==> src/pkg/mpf_pkg.sv <==
// constants, types and register map of the motor protection fault logic
// Overview of operation
// - fault_out high during regulator lockout, overcurrent, thermal, lock, reverse, hall fault
// - after an overcurrent trip fault_out stays high for the 15 ms hold
// - regulator at or below 3.6 V turns all drives off until 4.0 V
// - bootstrap at or below 10.0 V turns high side off until 10.5 V
// - low-side supply at or below 11.0 V turns all off until 11.5 V
// - sense at 0.50 V for 1.9 us cuts drive until next PWM cycle
// - sense at 0.8 V for 1.3 us cuts drive for hold, fault_out raised
// - above 130 degrees all off with fault, released at 90 degrees
// - no position change for 6 s: all off 35 s with fault, then resume
// - fault_out high while rotation opposes selected direction, low otherwise
// - reverse rotation switches to trapezoidal drive within one 60 degree step
// - direction_select low means reverse; sinusoidal when matching, trapezoidal when opposed
// - position signals all high or all low: all off and fault_out high
// - test mode disables thermal shutdown and forces zero phase advance
package mpf_pkg;
  // clock and timing, each time in its printed unit
  localparam int          CLK_MHZ      = 200;
  localparam longint      CLK_HZ       = longint'(CLK_MHZ) * 1000000;
  localparam int          OCL_BLANK_NS = 1900;
  localparam int          OCP_BLANK_NS = 1300;
  localparam int          OCP_HOLD_MS  = 15;
  localparam int          LOCK_DET_S   = 6;
  localparam int          LOCK_OFF_S   = 35;
  localparam int          BLANK_W      = 12;
  localparam int          LONG_W       = 36;
  // least times round up to whole cycles
  localparam logic [11:0] OCL_BLANK_CYC = 12'((OCL_BLANK_NS * CLK_MHZ + 999) / 1000);
  localparam logic [11:0] OCP_BLANK_CYC = 12'((OCP_BLANK_NS * CLK_MHZ + 999) / 1000);
  localparam logic [35:0] OCP_HOLD_CYC  = 36'((longint'(OCP_HOLD_MS) * CLK_HZ + 999) / 1000);
  localparam logic [35:0] LOCK_DET_CYC  = 36'(longint'(LOCK_DET_S) * CLK_HZ);
  localparam logic [35:0] LOCK_OFF_CYC  = 36'(longint'(LOCK_OFF_S) * CLK_HZ);
  // register map, byte addresses
  localparam logic [7:0]  REG_CTRL     = 8'h00;
  localparam logic [7:0]  REG_STATUS   = 8'h04;
  localparam logic [7:0]  REG_IRQ_STAT = 8'h08;
  localparam logic [7:0]  REG_IRQ_EN   = 8'h0C;
  localparam logic [7:0]  REG_IRQ_CLR  = 8'h10;
  localparam int          CTRL_LOCK_EN = 0;
  localparam logic [0:0]  CTRL_RST     = 1'h1;
  // event and status bit positions
  localparam int          EV_REG_UV  = 0;
  localparam int          EV_LS_UV   = 1;
  localparam int          EV_BOOT_UV = 2;
  localparam int          EV_OCL     = 3;
  localparam int          EV_OCP     = 4;
  localparam int          EV_TSD     = 5;
  localparam int          EV_LOCK    = 6;
  localparam int          EV_REV     = 7;
  localparam int          EV_HALL    = 8;
  localparam int          EV_N       = 9;
  localparam logic [8:0]  IRQ_EN_RST = 9'h000;
  // hysteresis latch slots: regulator, low side, three bootstraps, thermal
  localparam int          HY_REG  = 0;
  localparam int          HY_LS   = 1;
  localparam int          HY_BOOT = 2;
  localparam int          HY_TSD  = 5;
  localparam int          HY_N    = 6;
  localparam int          SYNC_W  = 17;
  localparam logic [2:0]  HALL_BAD = 3'h7;

  typedef struct packed {
    logic [2:0] hs;
    logic [2:0] ls;
  } mpf_gate_s;

  typedef enum {OCP_IDLE, OCP_HOLD} mpf_ocp_e;
  typedef enum {LK_WATCH, LK_OFF}   mpf_lock_e;
endpackage : mpf_pkg

==> src/rtl/mpf_sync.sv <==
// two-flop synchroniser for pin-level inputs
`timescale 1ns/100ps
module mpf_sync #(
  parameter int W = 1
) (
  input  wire logic         pclk,    // clock
  input  wire logic         presetn, // async reset, low
  input  wire logic [W-1:0] d,       // raw pin levels
  output logic      [W-1:0] q        // synchronised levels
);
  logic [W-1:0] meta_q;

  // first stage feeds only the second stage
  always_ff @(posedge pclk or negedge presetn) begin
    if (!presetn) begin
      meta_q <= '0;
      q      <= '0;
    end else begin
      meta_q <= d;
      q      <= meta_q;
    end
  end
endmodule : mpf_sync

==> src/rtl/mpf_persist.sv <==
// counts cycles while a condition holds, flags when N reached
`timescale 1ns/100ps
module mpf_persist #(
  parameter int           W = 12,
  parameter logic [W-1:0] N = '1
) (
  input  wire logic pclk,    // clock
  input  wire logic presetn, // async reset, low
  input  wire logic run,     // condition to time
  output logic      done     // condition held N cycles
);
  logic [W-1:0] cnt_q;

  // restarts whenever the condition drops; saturates at N
  always_ff @(posedge pclk or negedge presetn) begin
    if (!presetn) begin
      cnt_q <= '0;
    end else if (!run) begin
      cnt_q <= '0;
    end else if (cnt_q != N) begin
      cnt_q <= cnt_q + 1'b1;
    end
  end

  assign done = run && (cnt_q == N);
endmodule : mpf_persist

==> src/rtl/mpf_fault_logic.sv <==
// protection supervisor: lockouts, overcurrent, thermal, lock, direction, apb regs
//
// The implementer's own choices: the placing of the registers and the APB slave port.
`timescale 1ns/100ps
module mpf_fault_logic #(
  parameter logic [35:0] OCP_HOLD_CYC = mpf_pkg::OCP_HOLD_CYC,
  parameter logic [35:0] LOCK_DET_CYC = mpf_pkg::LOCK_DET_CYC,
  parameter logic [35:0] LOCK_OFF_CYC = mpf_pkg::LOCK_OFF_CYC
) (
  input  wire logic              pclk,                  // 200 MHz clock
  input  wire logic              presetn,               // async reset, low
  input  wire logic              psel,                  // apb select
  input  wire logic              penable,               // apb enable
  input  wire logic              pwrite,                // apb write
  input  wire logic [7:0]        paddr,                 // apb byte address
  input  wire logic [31:0]       pwdata,                // apb write data
  output logic      [31:0]       prdata,                // apb read data
  output logic                   pready,                // apb ready
  output logic                   pslverr,               // apb error
  input  wire logic              position_u,            // hall u
  input  wire logic              position_v,            // hall v
  input  wire logic              position_w,            // hall w
  input  wire logic              direction_select,      // high forward
  input  wire logic              test_mode,             // test mode strap
  input  wire logic              regulator_output_low,  // at/below 3.6 V
  input  wire logic              regulator_output_ok,   // at/above 4.0 V
  input  wire logic              lowside_supply_low,    // at/below 11.0 V
  input  wire logic              lowside_supply_ok,     // at/above 11.5 V
  input  wire logic [2:0]        bootstrap_supply_low,  // at/below 10.0 V
  input  wire logic [2:0]        bootstrap_supply_ok,   // at/above 10.5 V
  input  wire logic              temp_hot,              // above 130 C
  input  wire logic              temp_cool,             // at/below 90 C
  input  wire logic              sense_limit,           // sense >= 0.50 V
  input  wire logic              sense_trip,            // sense >= 0.8 V
  input  wire logic              pwm_cycle_start,       // new pwm cycle pulse
  input  wire mpf_pkg::mpf_gate_s drive_cmd,            // waveform drive request
  output mpf_pkg::mpf_gate_s     gate,                  // gated transistor drive
  output logic                   fault_out,             // fault pin
  output logic                   sine_mode,             // 1 sinusoidal, 0 trapezoidal
  output logic                   advance_zero,          // phase advance forced 0
  output logic                   irq                    // level interrupt
);
  logic [mpf_pkg::SYNC_W-1:0] raw;
  logic [mpf_pkg::SYNC_W-1:0] syn;
  logic [2:0]                 hall;
  logic                       dir_fwd;
  logic                       test_s;
  logic [mpf_pkg::HY_N-1:0]   hy_set;
  logic [mpf_pkg::HY_N-1:0]   hy_clr;
  logic [mpf_pkg::HY_N-1:0]   hy_q;
  logic                       lim_s;
  logic                       trip_s;

  // every comparator flag is a pin level, so all pass two flops
  assign raw = {position_u, position_v, position_w, direction_select, test_mode,
                regulator_output_low, regulator_output_ok, lowside_supply_low,
                lowside_supply_ok, bootstrap_supply_low, bootstrap_supply_ok,
                temp_hot, temp_cool};

  mpf_sync #(.W(mpf_pkg::SYNC_W)) u_sync (
    .pclk    (pclk),
    .presetn (presetn),
    .d       (raw),
    .q       (syn)
  );

  mpf_sync #(.W(2)) u_sync_sense (
    .pclk    (pclk),
    .presetn (presetn),
    .d       ({sense_limit, sense_trip}),
    .q       ({lim_s, trip_s})
  );

  assign hall    = syn[16:14];
  assign dir_fwd = syn[13];
  assign test_s  = syn[12];
  // low flag sets the latch, ok flag releases it
  assign hy_set  = {syn[1], syn[7:5], syn[9], syn[11]};
  assign hy_clr  = {syn[0], syn[4:2], syn[8], syn[10]};

  // hysteresis latches; trip wins if both flags ever overlap
  for (genvar i = 0; i < mpf_pkg::HY_N; i++) begin : g_hy
    always_ff @(posedge pclk or negedge presetn) begin
      if (!presetn) begin
        hy_q[i] <= 1'b0;
      end else if (hy_set[i]) begin
        hy_q[i] <= 1'b1;
      end else if (hy_clr[i]) begin
        hy_q[i] <= 1'b0;
      end
    end
  end

  logic       reg_uv;
  logic       ls_uv;
  logic [2:0] boot_uv;
  logic       tsd_act;
  assign reg_uv  = hy_q[mpf_pkg::HY_REG];
  assign ls_uv   = hy_q[mpf_pkg::HY_LS];
  assign boot_uv = hy_q[mpf_pkg::HY_BOOT +: 3];
  // test mode masks thermal shutdown
  assign tsd_act = hy_q[mpf_pkg::HY_TSD] && !test_s;

  // overcurrent blanking filters
  logic ocl_hit;
  logic ocp_hit;
  mpf_persist #(.W(mpf_pkg::BLANK_W), .N(mpf_pkg::OCL_BLANK_CYC)) u_ocl_blank (
    .pclk    (pclk),
    .presetn (presetn),
    .run     (lim_s),
    .done    (ocl_hit)
  );
  mpf_persist #(.W(mpf_pkg::BLANK_W), .N(mpf_pkg::OCP_BLANK_CYC)) u_ocp_blank (
    .pclk    (pclk),
    .presetn (presetn),
    .run     (trip_s),
    .done    (ocp_hit)
  );

  // limit latch; a fresh hit beats the cycle release so no trip is lost
  logic ocl_q;
  always_ff @(posedge pclk or negedge presetn) begin
    if (!presetn) begin
      ocl_q <= 1'b0;
    end else if (ocl_hit) begin
      ocl_q <= 1'b1;
    end else if (pwm_cycle_start) begin
      ocl_q <= 1'b0;
    end
  end

  // overcurrent hold state machine
  mpf_pkg::mpf_ocp_e ocp_st_q;
  logic              ocp_hold;
  logic              ocp_done;
  assign ocp_hold = (ocp_st_q == mpf_pkg::OCP_HOLD);
  mpf_persist #(.W(mpf_pkg::LONG_W), .N(OCP_HOLD_CYC)) u_ocp_hold (
    .pclk    (pclk),
    .presetn (presetn),
    .run     (ocp_hold),
    .done    (ocp_done)
  );
  always_ff @(posedge pclk or negedge presetn) begin
    if (!presetn) begin
      ocp_st_q <= mpf_pkg::OCP_IDLE;
    end else begin
      case (ocp_st_q)
        mpf_pkg::OCP_IDLE: if (ocp_hit) ocp_st_q <= mpf_pkg::OCP_HOLD;
        mpf_pkg::OCP_HOLD: if (ocp_done) ocp_st_q <= mpf_pkg::OCP_IDLE;
        default:           ocp_st_q <= mpf_pkg::OCP_IDLE;
      endcase
    end
  end

  // position tracking on the forward sequence 101,100,110,010,011,001
  function automatic logic [2:0] hidx(input logic [2:0] h);
    case (h)
      3'h5:    hidx = 3'h0;
      3'h4:    hidx = 3'h1;
      3'h6:    hidx = 3'h2;
      3'h2:    hidx = 3'h3;
      3'h3:    hidx = 3'h4;
      3'h1:    hidx = 3'h5;
      default: hidx = mpf_pkg::HALL_BAD;
    endcase
  endfunction : hidx

  logic [2:0] hall_prev_q;
  logic [2:0] cur;
  logic [2:0] prv;
  logic       hall_step;
  logic       step_fwd;
  logic       step_rev;
  logic       hall_abn;
  assign cur       = hidx(hall);
  assign prv       = hidx(hall_prev_q);
  assign hall_step = (hall != hall_prev_q);
  // sync stages read zero straight after reset; hold off the hall check until both
  // have filled, else every reset would flash a false fault and a sticky event
  logic [1:0] fill_q;
  always_ff @(posedge pclk or negedge presetn) begin
    if (!presetn) begin
      fill_q <= 2'h0;
    end else begin
      fill_q <= {fill_q[0], 1'h1};
    end
  end
  // all-high or all-low is no valid position
  assign hall_abn  = fill_q[1] && ((hall == 3'h0) || (hall == 3'h7));
  assign step_fwd  = hall_step && cur != mpf_pkg::HALL_BAD && prv != mpf_pkg::HALL_BAD
                     && cur == ((prv == 3'h5) ? 3'h0 : prv + 3'h1);
  assign step_rev  = hall_step && cur != mpf_pkg::HALL_BAD && prv != mpf_pkg::HALL_BAD
                     && cur == ((prv == 3'h0) ? 3'h5 : prv - 3'h1);

  always_ff @(posedge pclk or negedge presetn) begin
    if (!presetn) begin
      hall_prev_q <= 3'h0;
    end else begin
      hall_prev_q <= hall;
    end
  end

  // motor lock state machine
  mpf_pkg::mpf_lock_e lk_st_q;
  logic               lock_en_q;
  logic               lk_off;
  logic               lk_det;
  logic               lk_rel;
  assign lk_off = (lk_st_q == mpf_pkg::LK_OFF);
  // any position change restarts the detect interval
  mpf_persist #(.W(mpf_pkg::LONG_W), .N(LOCK_DET_CYC)) u_lock_det (
    .pclk    (pclk),
    .presetn (presetn),
    .run     (lock_en_q && !lk_off && !hall_step),
    .done    (lk_det)
  );
  mpf_persist #(.W(mpf_pkg::LONG_W), .N(LOCK_OFF_CYC)) u_lock_off (
    .pclk    (pclk),
    .presetn (presetn),
    .run     (lk_off),
    .done    (lk_rel)
  );
  always_ff @(posedge pclk or negedge presetn) begin
    if (!presetn) begin
      lk_st_q <= mpf_pkg::LK_WATCH;
    end else begin
      case (lk_st_q)
        mpf_pkg::LK_WATCH: if (lk_det) lk_st_q <= mpf_pkg::LK_OFF;
        mpf_pkg::LK_OFF:   if (lk_rel) lk_st_q <= mpf_pkg::LK_WATCH;
        default:           lk_st_q <= mpf_pkg::LK_WATCH;
      endcase
    end
  end

  // rotation sense; a stalled motor forgets its direction
  logic fwd_q;
  logic rot_q;
  logic rev;
  always_ff @(posedge pclk or negedge presetn) begin
    if (!presetn) begin
      fwd_q <= 1'b1;
      rot_q <= 1'b0;
    end else begin
      if (step_fwd) fwd_q <= 1'b1;
      else if (step_rev) fwd_q <= 1'b0;
      if (step_fwd || step_rev) rot_q <= 1'b1;
      else if (lk_det) rot_q <= 1'b0;
    end
  end
  // first opposing step flips the drive, well inside 60 degrees
  assign rev = rot_q && (fwd_q != dir_fwd);

  // drive gating and fault pin, registered
  logic all_off;
  logic fault_d;
  assign all_off = reg_uv || ls_uv || ocl_q || ocp_hold || tsd_act || lk_off || hall_abn;
  assign fault_d = reg_uv || ocp_hold || tsd_act || lk_off || rev || hall_abn;

  always_ff @(posedge pclk or negedge presetn) begin
    if (!presetn) begin
      gate         <= '0;
      fault_out    <= 1'b0;
      sine_mode    <= 1'b1;
      advance_zero <= 1'b0;
    end else begin
      gate.ls      <= all_off ? 3'h0 : drive_cmd.ls;
      gate.hs      <= all_off ? 3'h0 : (drive_cmd.hs & ~boot_uv);
      fault_out    <= fault_d;
      sine_mode    <= !rev;
      advance_zero <= test_s;
    end
  end

  // events are rising edges of each protection level
  logic [mpf_pkg::EV_N-1:0] lvl;
  logic [mpf_pkg::EV_N-1:0] lvl_q;
  logic [mpf_pkg::EV_N-1:0] irq_stat_q;
  logic [mpf_pkg::EV_N-1:0] irq_en_q;
  assign lvl = {hall_abn, rev, lk_off, tsd_act, ocp_hold, ocl_q, |boot_uv, ls_uv, reg_uv};
  logic [mpf_pkg::EV_N-1:0] rise;
  assign rise = lvl & ~lvl_q;

  // apb slave, zero wait states
  logic wr;
  logic [mpf_pkg::EV_N-1:0] clr;
  logic mapped;
  assign pready = 1'b1;
  assign wr     = psel && penable && pwrite;
  assign mapped = paddr inside {mpf_pkg::REG_CTRL, mpf_pkg::REG_STATUS,
                                mpf_pkg::REG_IRQ_STAT, mpf_pkg::REG_IRQ_EN,
                                mpf_pkg::REG_IRQ_CLR};
  assign pslverr = psel && penable && !mapped;
  assign clr     = (wr && paddr == mpf_pkg::REG_IRQ_CLR) ? pwdata[mpf_pkg::EV_N-1:0] : '0;

  // sticky status; a new event beats a clear in the same cycle
  always_ff @(posedge pclk or negedge presetn) begin
    if (!presetn) begin
      lvl_q      <= '0;
      irq_stat_q <= '0;
    end else begin
      lvl_q      <= lvl;
      irq_stat_q <= (irq_stat_q & ~clr) | rise;
    end
  end

  // control writes; lock detection can be switched off by software
  always_ff @(posedge pclk or negedge presetn) begin
    if (!presetn) begin
      lock_en_q <= mpf_pkg::CTRL_RST[0];
      irq_en_q  <= mpf_pkg::IRQ_EN_RST;
    end else if (wr) begin
      if (paddr == mpf_pkg::REG_CTRL) lock_en_q <= pwdata[mpf_pkg::CTRL_LOCK_EN];
      if (paddr == mpf_pkg::REG_IRQ_EN) irq_en_q <= pwdata[mpf_pkg::EV_N-1:0];
    end
  end

  // read data captured in the setup cycle, valid through the access
  always_ff @(posedge pclk or negedge presetn) begin
    if (!presetn) begin
      prdata <= '0;
    end else if (psel && !penable && !pwrite) begin
      case (paddr)
        mpf_pkg::REG_CTRL:     prdata <= {31'h0, lock_en_q};
        mpf_pkg::REG_STATUS:   prdata <= {23'h0, lvl};
        mpf_pkg::REG_IRQ_STAT: prdata <= {23'h0, irq_stat_q};
        mpf_pkg::REG_IRQ_EN:   prdata <= {23'h0, irq_en_q};
        default:               prdata <= 32'h0;
      endcase
    end
  end

  assign irq = |(irq_stat_q & irq_en_q);
endmodule : mpf_fault_logic

==> config.mk <==
export PLATFORM = sky130hd
export DESIGN_NAME = mpf_fault_logic
export DESIGN_NICKNAME = d
export VERILOG_FILES = /design/src/pkg/mpf_pkg.sv /design/src/rtl/mpf_sync.sv /design/src/rtl/mpf_persist.sv /design/src/rtl/mpf_fault_logic.sv
export SDC_FILE = /design/constraint.sdc
export NUM_CORES = 1
export LEC_CHECK = 0
export BUFFER_PORTS_ARGS = -buffer_cell sky130_fd_sc_hd__clkbuf_2
export CAP_MARGIN = 10
export CELL_PAD_IN_SITES_DETAIL_PLACEMENT = 1
export CELL_PAD_IN_SITES_GLOBAL_PLACEMENT = 2
export CORE_MARGIN = 3
export CORE_UTILIZATION = 38
export DETAILED_ROUTE_END_ITERATION = 10
export HOLD_SLACK_MARGIN = 0.15
export PLACE_DENSITY = 0.91
export SETUP_SLACK_MARGIN = 0.3
export SLEW_MARGIN = 15
export SYNTH_ARGS = -nofsm -noshare
export SYNTH_HDL_FRONTEND = slang
export SYNTH_SLANG_ARGS = --single-unit
==> constraint.sdc <==
create_clock -name pclk -period 2.8 [get_ports pclk]
set_clock_uncertainty 0.2 [all_clocks]
set_input_delay 0.28 -clock pclk [delete_from_list [all_inputs] [get_ports pclk]]
set_output_delay 0.28 -clock pclk [all_outputs]
set_load 0.01 [all_outputs]
==> results of run 1 <==
-- kinds of logic (layout without fill, tap and decap cells) --
family,Yosys count,in the layout,share of synthesized area
flip-flops,232,232,0.543
other,2,27,0.000702
AND/OR/NAND/NOR,446,446,0.225
adder cells (fa/ha/maj),11,11,0.0129
buffers and inverters,97,218,0.0432
XOR/XNOR,113,113,0.0925
AO/OA/AOI/OAI,103,103,0.0599
multiplexers,23,23,0.0228
-- repair_timing --
item / CTS / global route
endpoints found under the hold margin: 284 / 0
gates resized for setup: 0 / 4
setup endpoints to repair: 0 / 4
hold buffers: 46 / 0
setup buffers: 0 / 0
-- power breakdown --
part           switching [uW]  internal (uW)  total [uW]
Combinational             240            159         399
Clock                    1360           1840        3200
Sequential               71.1           3450        3520
-- layer usage --
metal,global-route usage,wire [um],vias to the layer above
met5,0,0,-
met4,0.0633,1040,0
met3,0.0258,884,67
met2,0.324,14100,131
met1,0.226,11700,4066
li1,-,-,3728
-- state kept, by name, indices dropped and copies added, names as in the netlist, 12 cells and up --
signal             cells
u_sync.q              17
u_lock_det.cnt_q      36
u_ocp_hold.cnt_q      36
u_sync.meta_q         17
u_lock_off.cnt_q      36
u_ocl_blank.cnt_q     12
u_ocp_blank.cnt_q     12
-- through the flow --
stage	utilization	hold WS (ps)	setup WS, ps	total power, uW
after floorplan	-	-216	510	3730
after global placement	0.419	90.3	297	3900
after detailed placement	0.419	86.6	264	3910
after CTS	0.464	150	355	7170
after global routing	0.466	163	270	7400
final	0.466	147	318	7110
-- final cells by class --
type / instances / area [um^2]
sequential: 232 / 5810
clock buffer: 37 / 711
fill: 3094 / 14600
multi-input combinational: 721 / 4540
tap: 372 / 465
timing repair buffer: 135 / 983
inverter: 40 / 150
antenna: 2 / 5.00
clock inverter: 6 / 58.8
-- worst register-to-register path, stage by stage (launching register included) --
cell and delay [ps]:
dfrtp_1 420, inv_1 170, ha_1 170, nor4b_1 330
nand4_1 200, nor4_2 300, buf_4 210, mux2i_1 180
nor2_1 70
-- layout by cell type (no fill, tap or decap), types with 4 or more instances in the layout --
master	netlist	routed
and2_1	43	43
clkbuf_2	0	66
nor2b_1	16	16
a21o_1	6	6
o2bb2ai_1	5	5
conb_1	2	25
nor4b_1	8	8
xnor2_1	56	56
buf_4	24	21
nor3b_1	4	4
a21boi_0	4	4
dfrtp_1	229	229
nor2_1	100	100
dlygate4sd3_1	0	46
nor4_1	13	11
a21oi_1	30	29
xor2_1	57	57
clkbuf_16	0	25
or3_1	21	21
o21ai_0	31	31
nor4_2	3	4
mux2i_1	12	12
and4_1	16	16
nand3_1	66	66
nand2b_1	5	5
ha_1	11	11
nor3_1	19	19
and3_1	16	16
nand2_1	63	63
inv_1	39	39
a22o_1	5	5
clkbuf_1	29	8
clkbuf_8	0	4
clkinv_2	0	4
o31ai_1	7	7
mux2_2	11	11
nand4_1	37	37
-- worst min path at each step --
| stage | startpoint | slack, ps | to | depth (start not counted) |
|---|---|---|---|---|
| floorplan | presetn | -220 | advance_zero | 0 |
| global placement | presetn | 90 | u_ocp_blank.cnt_q[6] | 1 |
| detailed placement | presetn | 90 | u_ocp_blank.cnt_q[11] | 1 |
| CTS | u_sync.meta_q[10] | 150 | u_sync.q[10] | 0 |
| global route | u_sync.meta_q[8] | 160 | u_sync.q[8] | 0 |
| finish | u_sync.meta_q[16] | 150 | u_sync.q[16] | 0 |
==> results.toml, run 1 <==
[min_path]
hp-class = "flop to flop"

[synthesis]
synthMostInstantiatedCell = "dfrtp_1"
synth.avg_cell_area_um2 = 10.4
synth_top_area_frac = 0.536
ys_ff_latch = 232
synthDistinctLibCells = 56
synth_area_um2 = 10700
ys_top_cells_by_area = "dfrtp_1, xor2_1, xnor2_1"
ys_seq_area_frac = 0.543
synth_cells = 1027
synth_top_area_cell = "dfrtp_1"
synth-edff-count = 0
yosys_warnings = 0
synth-main-ff-cell = "dfrtp_1"
synthArstFlopShare = 1.00
synthTopCellsByCount = "dfrtp_1, nor2_1, nand3_1, nand2_1, xor2_1"

[floorplan]
die_h_um = 174
core_um2 = 27300
dieArea_um2 = 30200
floorplan.initialDensity = 0.391
ioPinCount = 115
die_w_um = 174
row_count = 60

[route]
dr.pass1.iters = 4
antenna_left = 0
drt_first_iter_violations = 445
via_count = 7992
wl_mm = 27.7
via_per_inst = 5.17
drc = 0
routedWlPerCell_um = 17.9

[setup_path]
worst_setup_path_start_kind = "input port"
r2r_end = "u_lock_off.cnt_q[1]"
reg2reg_depth = 8
crit_slowest_cell = "dlygate4sd3_1"
cp_top_family = "buffers and inverters"
rrSetupSlack_ps = 430
path_depth = 7
rr_startpoint = "u_lock_off.cnt_q[0]"
critical-path-max-stage-delay_ps = 620
crit_end = "lock_en_q"
crit_path_start = "paddr[3]"
arrival_ps = 2730
critPathBufInv = 3
cpMostUsedCell = "dlygate4sd3_1"
cp_cell_sequence = "dlygate4sd3_1 -> clkbuf_2 -> nor4_2 -> nand4_1 -> dlygate4sd3_1 -> nor2_1 -> mux2_2"
crit_path_max_fanout = 4
cp_data_required_time_ps = 3050
path_class = "input port to flop"
end_kind = "flop"

[job]
cap_viol_max_count = 0

[global_route]
grt_max_degree = 72
grt_pass1_wl_mm = 45.6
antenna_found_initial = 2
overflow = 0
grtUsageTotal = 0.182
grt_pass1_vias = 8647

[clock_network]
htree_levels = 1
cts_tree = "done"
clkTransAtPathRegs_ps = 60
clockBufferDepth = 3
cts_buffers = 25
clock-sinks = 232
worst_skew_pair.late_latency_ps = 530
cts_root_buffer = "clkbuf_16"

[final_layout]
final_nets = 1237
post_layout_nonfiller_instances = 1545
layout-drive-gt1-share = 0.131
area.growth.synth_to_final_pct = 18.9
finalInstanceArea_um2 = 12700

[timing]
period_needed_ps = 2480
hold_viol_final = 0
fin_tns_setup_ps = 0
slew_viol_final = 0
finalCritPeriodShare = 0.886
max_freq_mhz = 403
worst_slew_pin_slew_ps = 771
finalSetupViolCount = 0
maxSlewHeadroom = 0.485
rsz0062_at_grt = "yes"

[power]
p_leak_uw = 0.00551
pwr_density_cell_nw_per_um2 = 559
irDropWorstVdd_uv = 439

[run_status]
outcome = "completed"

[placed_design]
dp_cells = 1454
numPortBuffers = 67
globalplace.congestion = 0.757
hpwl_mm = 17.1
dpl_cell_area_um2 = 11500
Power figures use the tool's default switching activity.
==> run 2: changes to the inputs <==
Settings changed: RECOVER_POWER set to 50.
==> run 2 against run 1 <==
Effect of this change:
- clock power barely moved
- combinational power fell by 2%
- highest routed layer unchanged
- hold slack barely moved
- largest power group unchanged
- critical path type unchanged
- final area fell by 0.42%
==> results.toml, run 2 (synthesis results as in run 1) <==
[final_layout]
final_nets = 1237
layout-drive-gt1-share = 0.109
area.growth.synth_to_final_pct = 18.4
fill_cells = 3100
fin_util = 0.464
top_regs = "u_lock_det.cnt_q x36, u_lock_off.cnt_q x36, u_ocp_hold.cnt_q x36"
final_cell_mix = "dfrtp_1, nor2_1, nand3_1"
final_common_cell = "dfrtp_1"

[setup_path]
crit_slowest_cell = "dlygate4sd3_1"
cp_cell_sequence = "dlygate4sd3_1 -> clkbuf_1 -> nor4_2 -> nand4_1 -> dlygate4sd3_1 -> nor2_1 -> mux2_2"
rrSetupSlack_ps = 410
r2r_end = "u_lock_off.cnt_q[1]"
arrival_ps = 2750
cpMostUsedCell = "dlygate4sd3_1"
crit_path_max_fanout = 4
critical-path-max-stage-delay_ps = 620
rr_startpoint = "u_lock_off.cnt_q[0]"
reg2reg_depth = 8
end_kind = "flop"
path_class = "input port to flop"
worst_setup_path_start_kind = "input port"
cp_data_required_time_ps = 3050

[route]
via_per_inst = 5.16
drt_first_iter_violations = 434
antenna_left = 0
routedWlPerCell_um = 17.9
wl_mm = 27.7
dr.pass1.iters = 5
via_count = 7972
drc = 0

[clock_network]
clockBufferDepth = 3
cts_root_buffer = "clkbuf_16"
clock-sinks = 232
htree_levels = 1
cts_tree = "done"
cts_setup_buffers = 0
cts_buffers = 25
clkTransAtPathRegs_ps = 60
worst_skew_pair.late_latency_ps = 530

[floorplan]
floorplan.initialDensity = 0.391
ioPinCount = 115
dieArea_um2 = 30200
core_um2 = 27300
row_count = 60
die_h_um = 174
die_w_um = 174

[global_route]
grt_pass1_wl_mm = 45.6
grt_pass1_vias = 8647
overflow = 0
antenna_found_initial = 2
grtUsageTotal = 0.182
grt_max_degree = 72

[power]
irDropWorstVdd_uv = 439
pwr_density_cell_nw_per_um2 = 561
p_leak_uw = 0.00542
total_power_uw = 7100

[placed_design]
place_ws_ps = 264
numPortBuffers = 67
hpwl_mm = 17.1
globalplace.congestion = 0.757

[min_path]
hp-class = "flop to flop"
holdPathStages = 0
hold-path-endpoint = "u_sync.q[16]"
hold_start = "u_sync.meta_q[16]"

[timing]
max_freq_mhz = 400
fin_tns_setup_ps = 0
finalCritPeriodShare = 0.893
maxSlewHeadroom = 0.0930
layout_setup_ws_ps = 301
rsz0062_at_grt = "yes"
period_needed_ps = 2500
slew_viol_final = 0
hold_viol_final = 0
worst_slew_pin_slew_ps = 1360
finalSetupViolCount = 0

[job]
cap_viol_max_count = 0

[run_status]
outcome = "completed"
run 2: how the worst max path moves through the flow:
stage,startpoint,to,depth (start not counted)
after floorplan,paddr[1],irq_en_q[0],5
after global placement,paddr[1],irq_en_q[3],5
after detailed placement,paddr[1],irq_en_q[4],5
after CTS,paddr[4],pslverr,7
after global routing,presetn,hall_prev_q[0],4
final,paddr[3],lock_en_q,7
run 2: worst max-delay path: cells and delay by family:
family,cells,cell delay (ps)
simple gates,3,740
mux,1,360
buf+inv,3,1370
run 2: what timing repair did:
action,CTS,global route
setup endpoints to repair,0,4
hold endpoints to repair,284,0
hold buffers,46,0
resized for setup,0,4
run 2: area by class of cell:
| cell class | count | area [um^2] | share of cell area |
|---|---|---|---|
| Antenna cell | 2 | 5.00 | 0.000395 |
| Inverter | 40 | 150 | 0.0119 |
| Multi-Input combinational cell | 721 | 4540 | 0.358 |
| Clock inverter | 6 | 58.8 | 0.00464 |
| Sequential cell | 232 | 5810 | 0.459 |
| Timing Repair Buffer | 135 | 930 | 0.0734 |
| Tap cell | 372 | 465 | 0.0367 |
| Clock buffer | 37 | 711 | 0.0561 |
run 2: metal layers:
| layer | GRT usage | routed length [um] |
|---|---|---|
| met1 | 0.226 | 11800 |
| met3 | 0.0258 | 772 |
| met4 | 0.0633 | 1030 |
| met2 | 0.324 | 14100 |
| met5 | 0 | 0 |
run 2: where the power goes:
part,total (uW),switching [uW],internal [uW]
sequential,3510,71.4,3440
combinational,392,239,153
clock,3200,1360,1840
run 2: per-stage QoR:
stage | hold WS, ps | instance area [um^2] | std cells
6_report | 147 | 12700 | 1545
4_1_cts | 150 | 12700 | 1543
3_5_place_dp | 86.6 | 11500 | 1454
2_1_floorplan | -216 | 10800 | 1050
5_1_grt | 163 | 12700 | 1545
3_3_place_gp | 90.3 | 11500 | 1454
==> run 3: changes to the inputs <==
Settings changed: CORE_UTILIZATION 38 to 30, MAX_ROUTING_LAYER set to met4, PLACE_DENSITY 0.91 to 0.77, SYNTH_HIERARCHICAL set to 1.
==> run 3 against run 2 <==
Effect of this change:
- final cell count grew 13%
- sequential share of layout area shrank 3.4 points
- worst setup slack gained 92 ps
- count of clock-buffer cells in the layout shrank 1
- final area grew 7.9%
- non-clock buffer count grew 4
- fmax grew 3.8%
- synthesized area grew 5.9%
- global-route usage shrank 3.7 points
- critical path type is now flop to flop
==> results.toml, run 3 <==
[run_status]
outcome = "completed"

[floorplan]
floorplan.initialDensity = 0.307
ioPinCount = 115
die_w_um = 200
core_um2 = 37000
die_h_um = 200
dieArea_um2 = 40100
row_count = 70

[synthesis]
synth-main-ff-cell = "dfrtp_1"
synth_cells = 1096
synth_top_area_cell = "dfrtp_1"
ys_ff_latch = 232
synthTopCellsByCount = "dfrtp_1, nand2_1, nor2_1, nand3_1, inv_1"
synth.avg_cell_area_um2 = 10.3
synthDistinctLibCells = 79
synth-edff-count = 0
yosys_warnings = 6
ys_top_cells_by_area = "dfrtp_1, nand2_1, xor2_1"
ys_seq_area_frac = 0.513
synth_top_area_frac = 0.506
synth_area_um2 = 11300
synthMostInstantiatedCell = "dfrtp_1"
synthArstFlopShare = 1.00

[setup_path]
critical-path-max-stage-delay_ps = 570
cp_top_family = "simple AND/OR/NAND/NOR gates"
crit_slowest_cell = "or4_1"
cp_data_required_time_ps = 3060
end_kind = "flop"
critPathBufInv = 0
worst_setup_path_start_kind = "flop"
cp_cell_sequence = "or4_1 -> or4_1 -> nor3_2 -> mux2i_1"
arrival_ps = 2670
cpMostUsedCell = "or4_1"
path_class = "flop to flop"
crit_path_max_fanout = 6

[global_route]
grt_pass1_vias = 8985
overflow = 0
grt_pass1_wl_mm = 48.0
antenna_found_initial = 1
grt_max_degree = 80
grtUsageTotal = 0.145

[clock_network]
cts_root_buffer = "clkbuf_16"
clockBufferDepth = 3
clock-sinks = 232
htree_levels = 1
worst_skew_pair.late_latency_ps = 540
clkTransAtPathRegs_ps = 60
cts_buffers = 29
cts_tree = "done"

[timing]
finalCritPeriodShare = 0.860
rsz0062_at_grt = "yes"
maxSlewHeadroom = 0.278
max_freq_mhz = 415
hold_viol_final = 0
period_needed_ps = 2410
finalSetupViolCount = 0
layout_setup_ws_ps = 393
slew_viol_final = 0
fin_tns_setup_ps = 0
worst_slew_pin_slew_ps = 1080

[route]
dr.pass1.iters = 4
drc = 0
wl_mm = 29.4
via_per_inst = 5.09
routedWlPerCell_um = 16.9
via_count = 8857
drt_first_iter_violations = 400
antenna_left = 0

[final_layout]
layout-drive-gt1-share = 0.155
fin_util = 0.370
top_regs = "u_lock_det/cnt_q x36, u_lock_off/cnt_q x36, u_ocp_hold/cnt_q x36"
final_cell_mix = "dfrtp_1, nand2_1, clkbuf_2"
final_common_cell = "dfrtp_1"
area.growth.synth_to_final_pct = 20.6
final_nets = 1297
fill_cells = 4208

[power]
pwr_density_cell_nw_per_um2 = 574
p_leak_uw = 0.00554
irDropWorstVdd_uv = 443
total_power_uw = 7850

[min_path]
hp-class = "input port to async pin"

[placed_design]
globalplace.congestion = 0.757
numPortBuffers = 67
place_ws_ps = 343
hpwl_mm = 19.5

[job]
cap_viol_max_count = 0
==> run 3: cell types whose count changed after synthesis, sizes merged, moves of 21 or more <==
cell / change
xnor2: -38
xor2: -22
nor2: -41
and2: -31
nand2: +37
or4: +29
o31ai: +21
==> run 3: where the power goes <==
| group | internal (uW) | switching [uW] | total [uW] |
|---|---|---|---|
| combinational | 148 | 220 | 369 |
| sequential | 3440 | 57.4 | 3500 |
| clock | 2490 | 1500 | 3990 |
| total | 6080 | 1780 | 7850 |
==> run 3: final timing paths <==
path / start / endpoint / slack, ps / cells past startpoint
max: u_lock_det/cnt_q[19] / u_lock_det/cnt_q[1] / 390 / 4
min: presetn / hall_prev_q[2] / 130 / 2
max reg2reg: u_lock_det/cnt_q[19] / u_lock_det/cnt_q[1] / 390 / 4
min reg2reg: u_sync_sense/meta_q[1] / u_sync_sense/q[1] / 150 / 0
max in group asynchronous: presetn / u_ocp_blank/cnt_q[9] / 780 / 3
min in group pclk: u_sync_sense/meta_q[1] / u_sync_sense/q[1] / 150 / 0
==> run 3: metal layers <==
layer  vias to the layer above  track usage  wire length, um
li1                       4175            -                -
met1                      4520        0.207            14400
met2                       125        0.224            13500
met3                        37       0.0189              883
met4                         0       0.0299              524
met5                         -            -                0
==> run 3: worst register-to-register path, delay by kind of cell, from the launching register on <==
kind	cells	cell delay [ps]
multiplexers	1	240
flip-flops	1	420
AND/OR/NAND/NOR	3	1470
==> run 3: logic make-up after synthesis <==
group | after synthesis | synth area share
compound gates | 177 | 0.106
xor+xnor | 53 | 0.0410
fa+ha+maj | 12 | 0.0130
buf+inv | 126 | 0.0549
flops | 232 | 0.513
mux | 40 | 0.0381
other cells | 2 | 0.000663
simple gates | 454 | 0.234
==> run 3: metrics by stage <==
step / hold WS [ps] / instance area, um^2 / std cells
3_5_place_dp: 125 / 12100 / 1635
2_1_floorplan: -216 / 11400 / 1119
6_report: 127 / 13700 / 1741
4_1_cts: 150 / 13700 / 1739
5_1_grt: 152 / 13700 / 1741
3_3_place_gp: 121 / 12100 / 1635
==> run 3: repair_timing <==
| action | in CTS | in global routing |
|---|---|---|
| endpoints found under the hold margin | 282 | 0 |
| hold buffers | 52 | 0 |
| setup buffers | 0 | 0 |
| gates resized for setup | 0 | 5 |
| setup endpoints to repair | 0 | 22 |
==> run 3: cell type report <==
cell class	count	area, um^2	area share
Antenna cell	1	2.50	0.000183
Clock buffer	36	802	0.0587
Clock inverter	16	221	0.0162
Inverter	51	191	0.0140
Multi-Input combinational cell	762	5020	0.367
Sequential cell	232	5810	0.425
Tap cell	504	631	0.0461
Timing Repair Buffer	139	997	0.0729
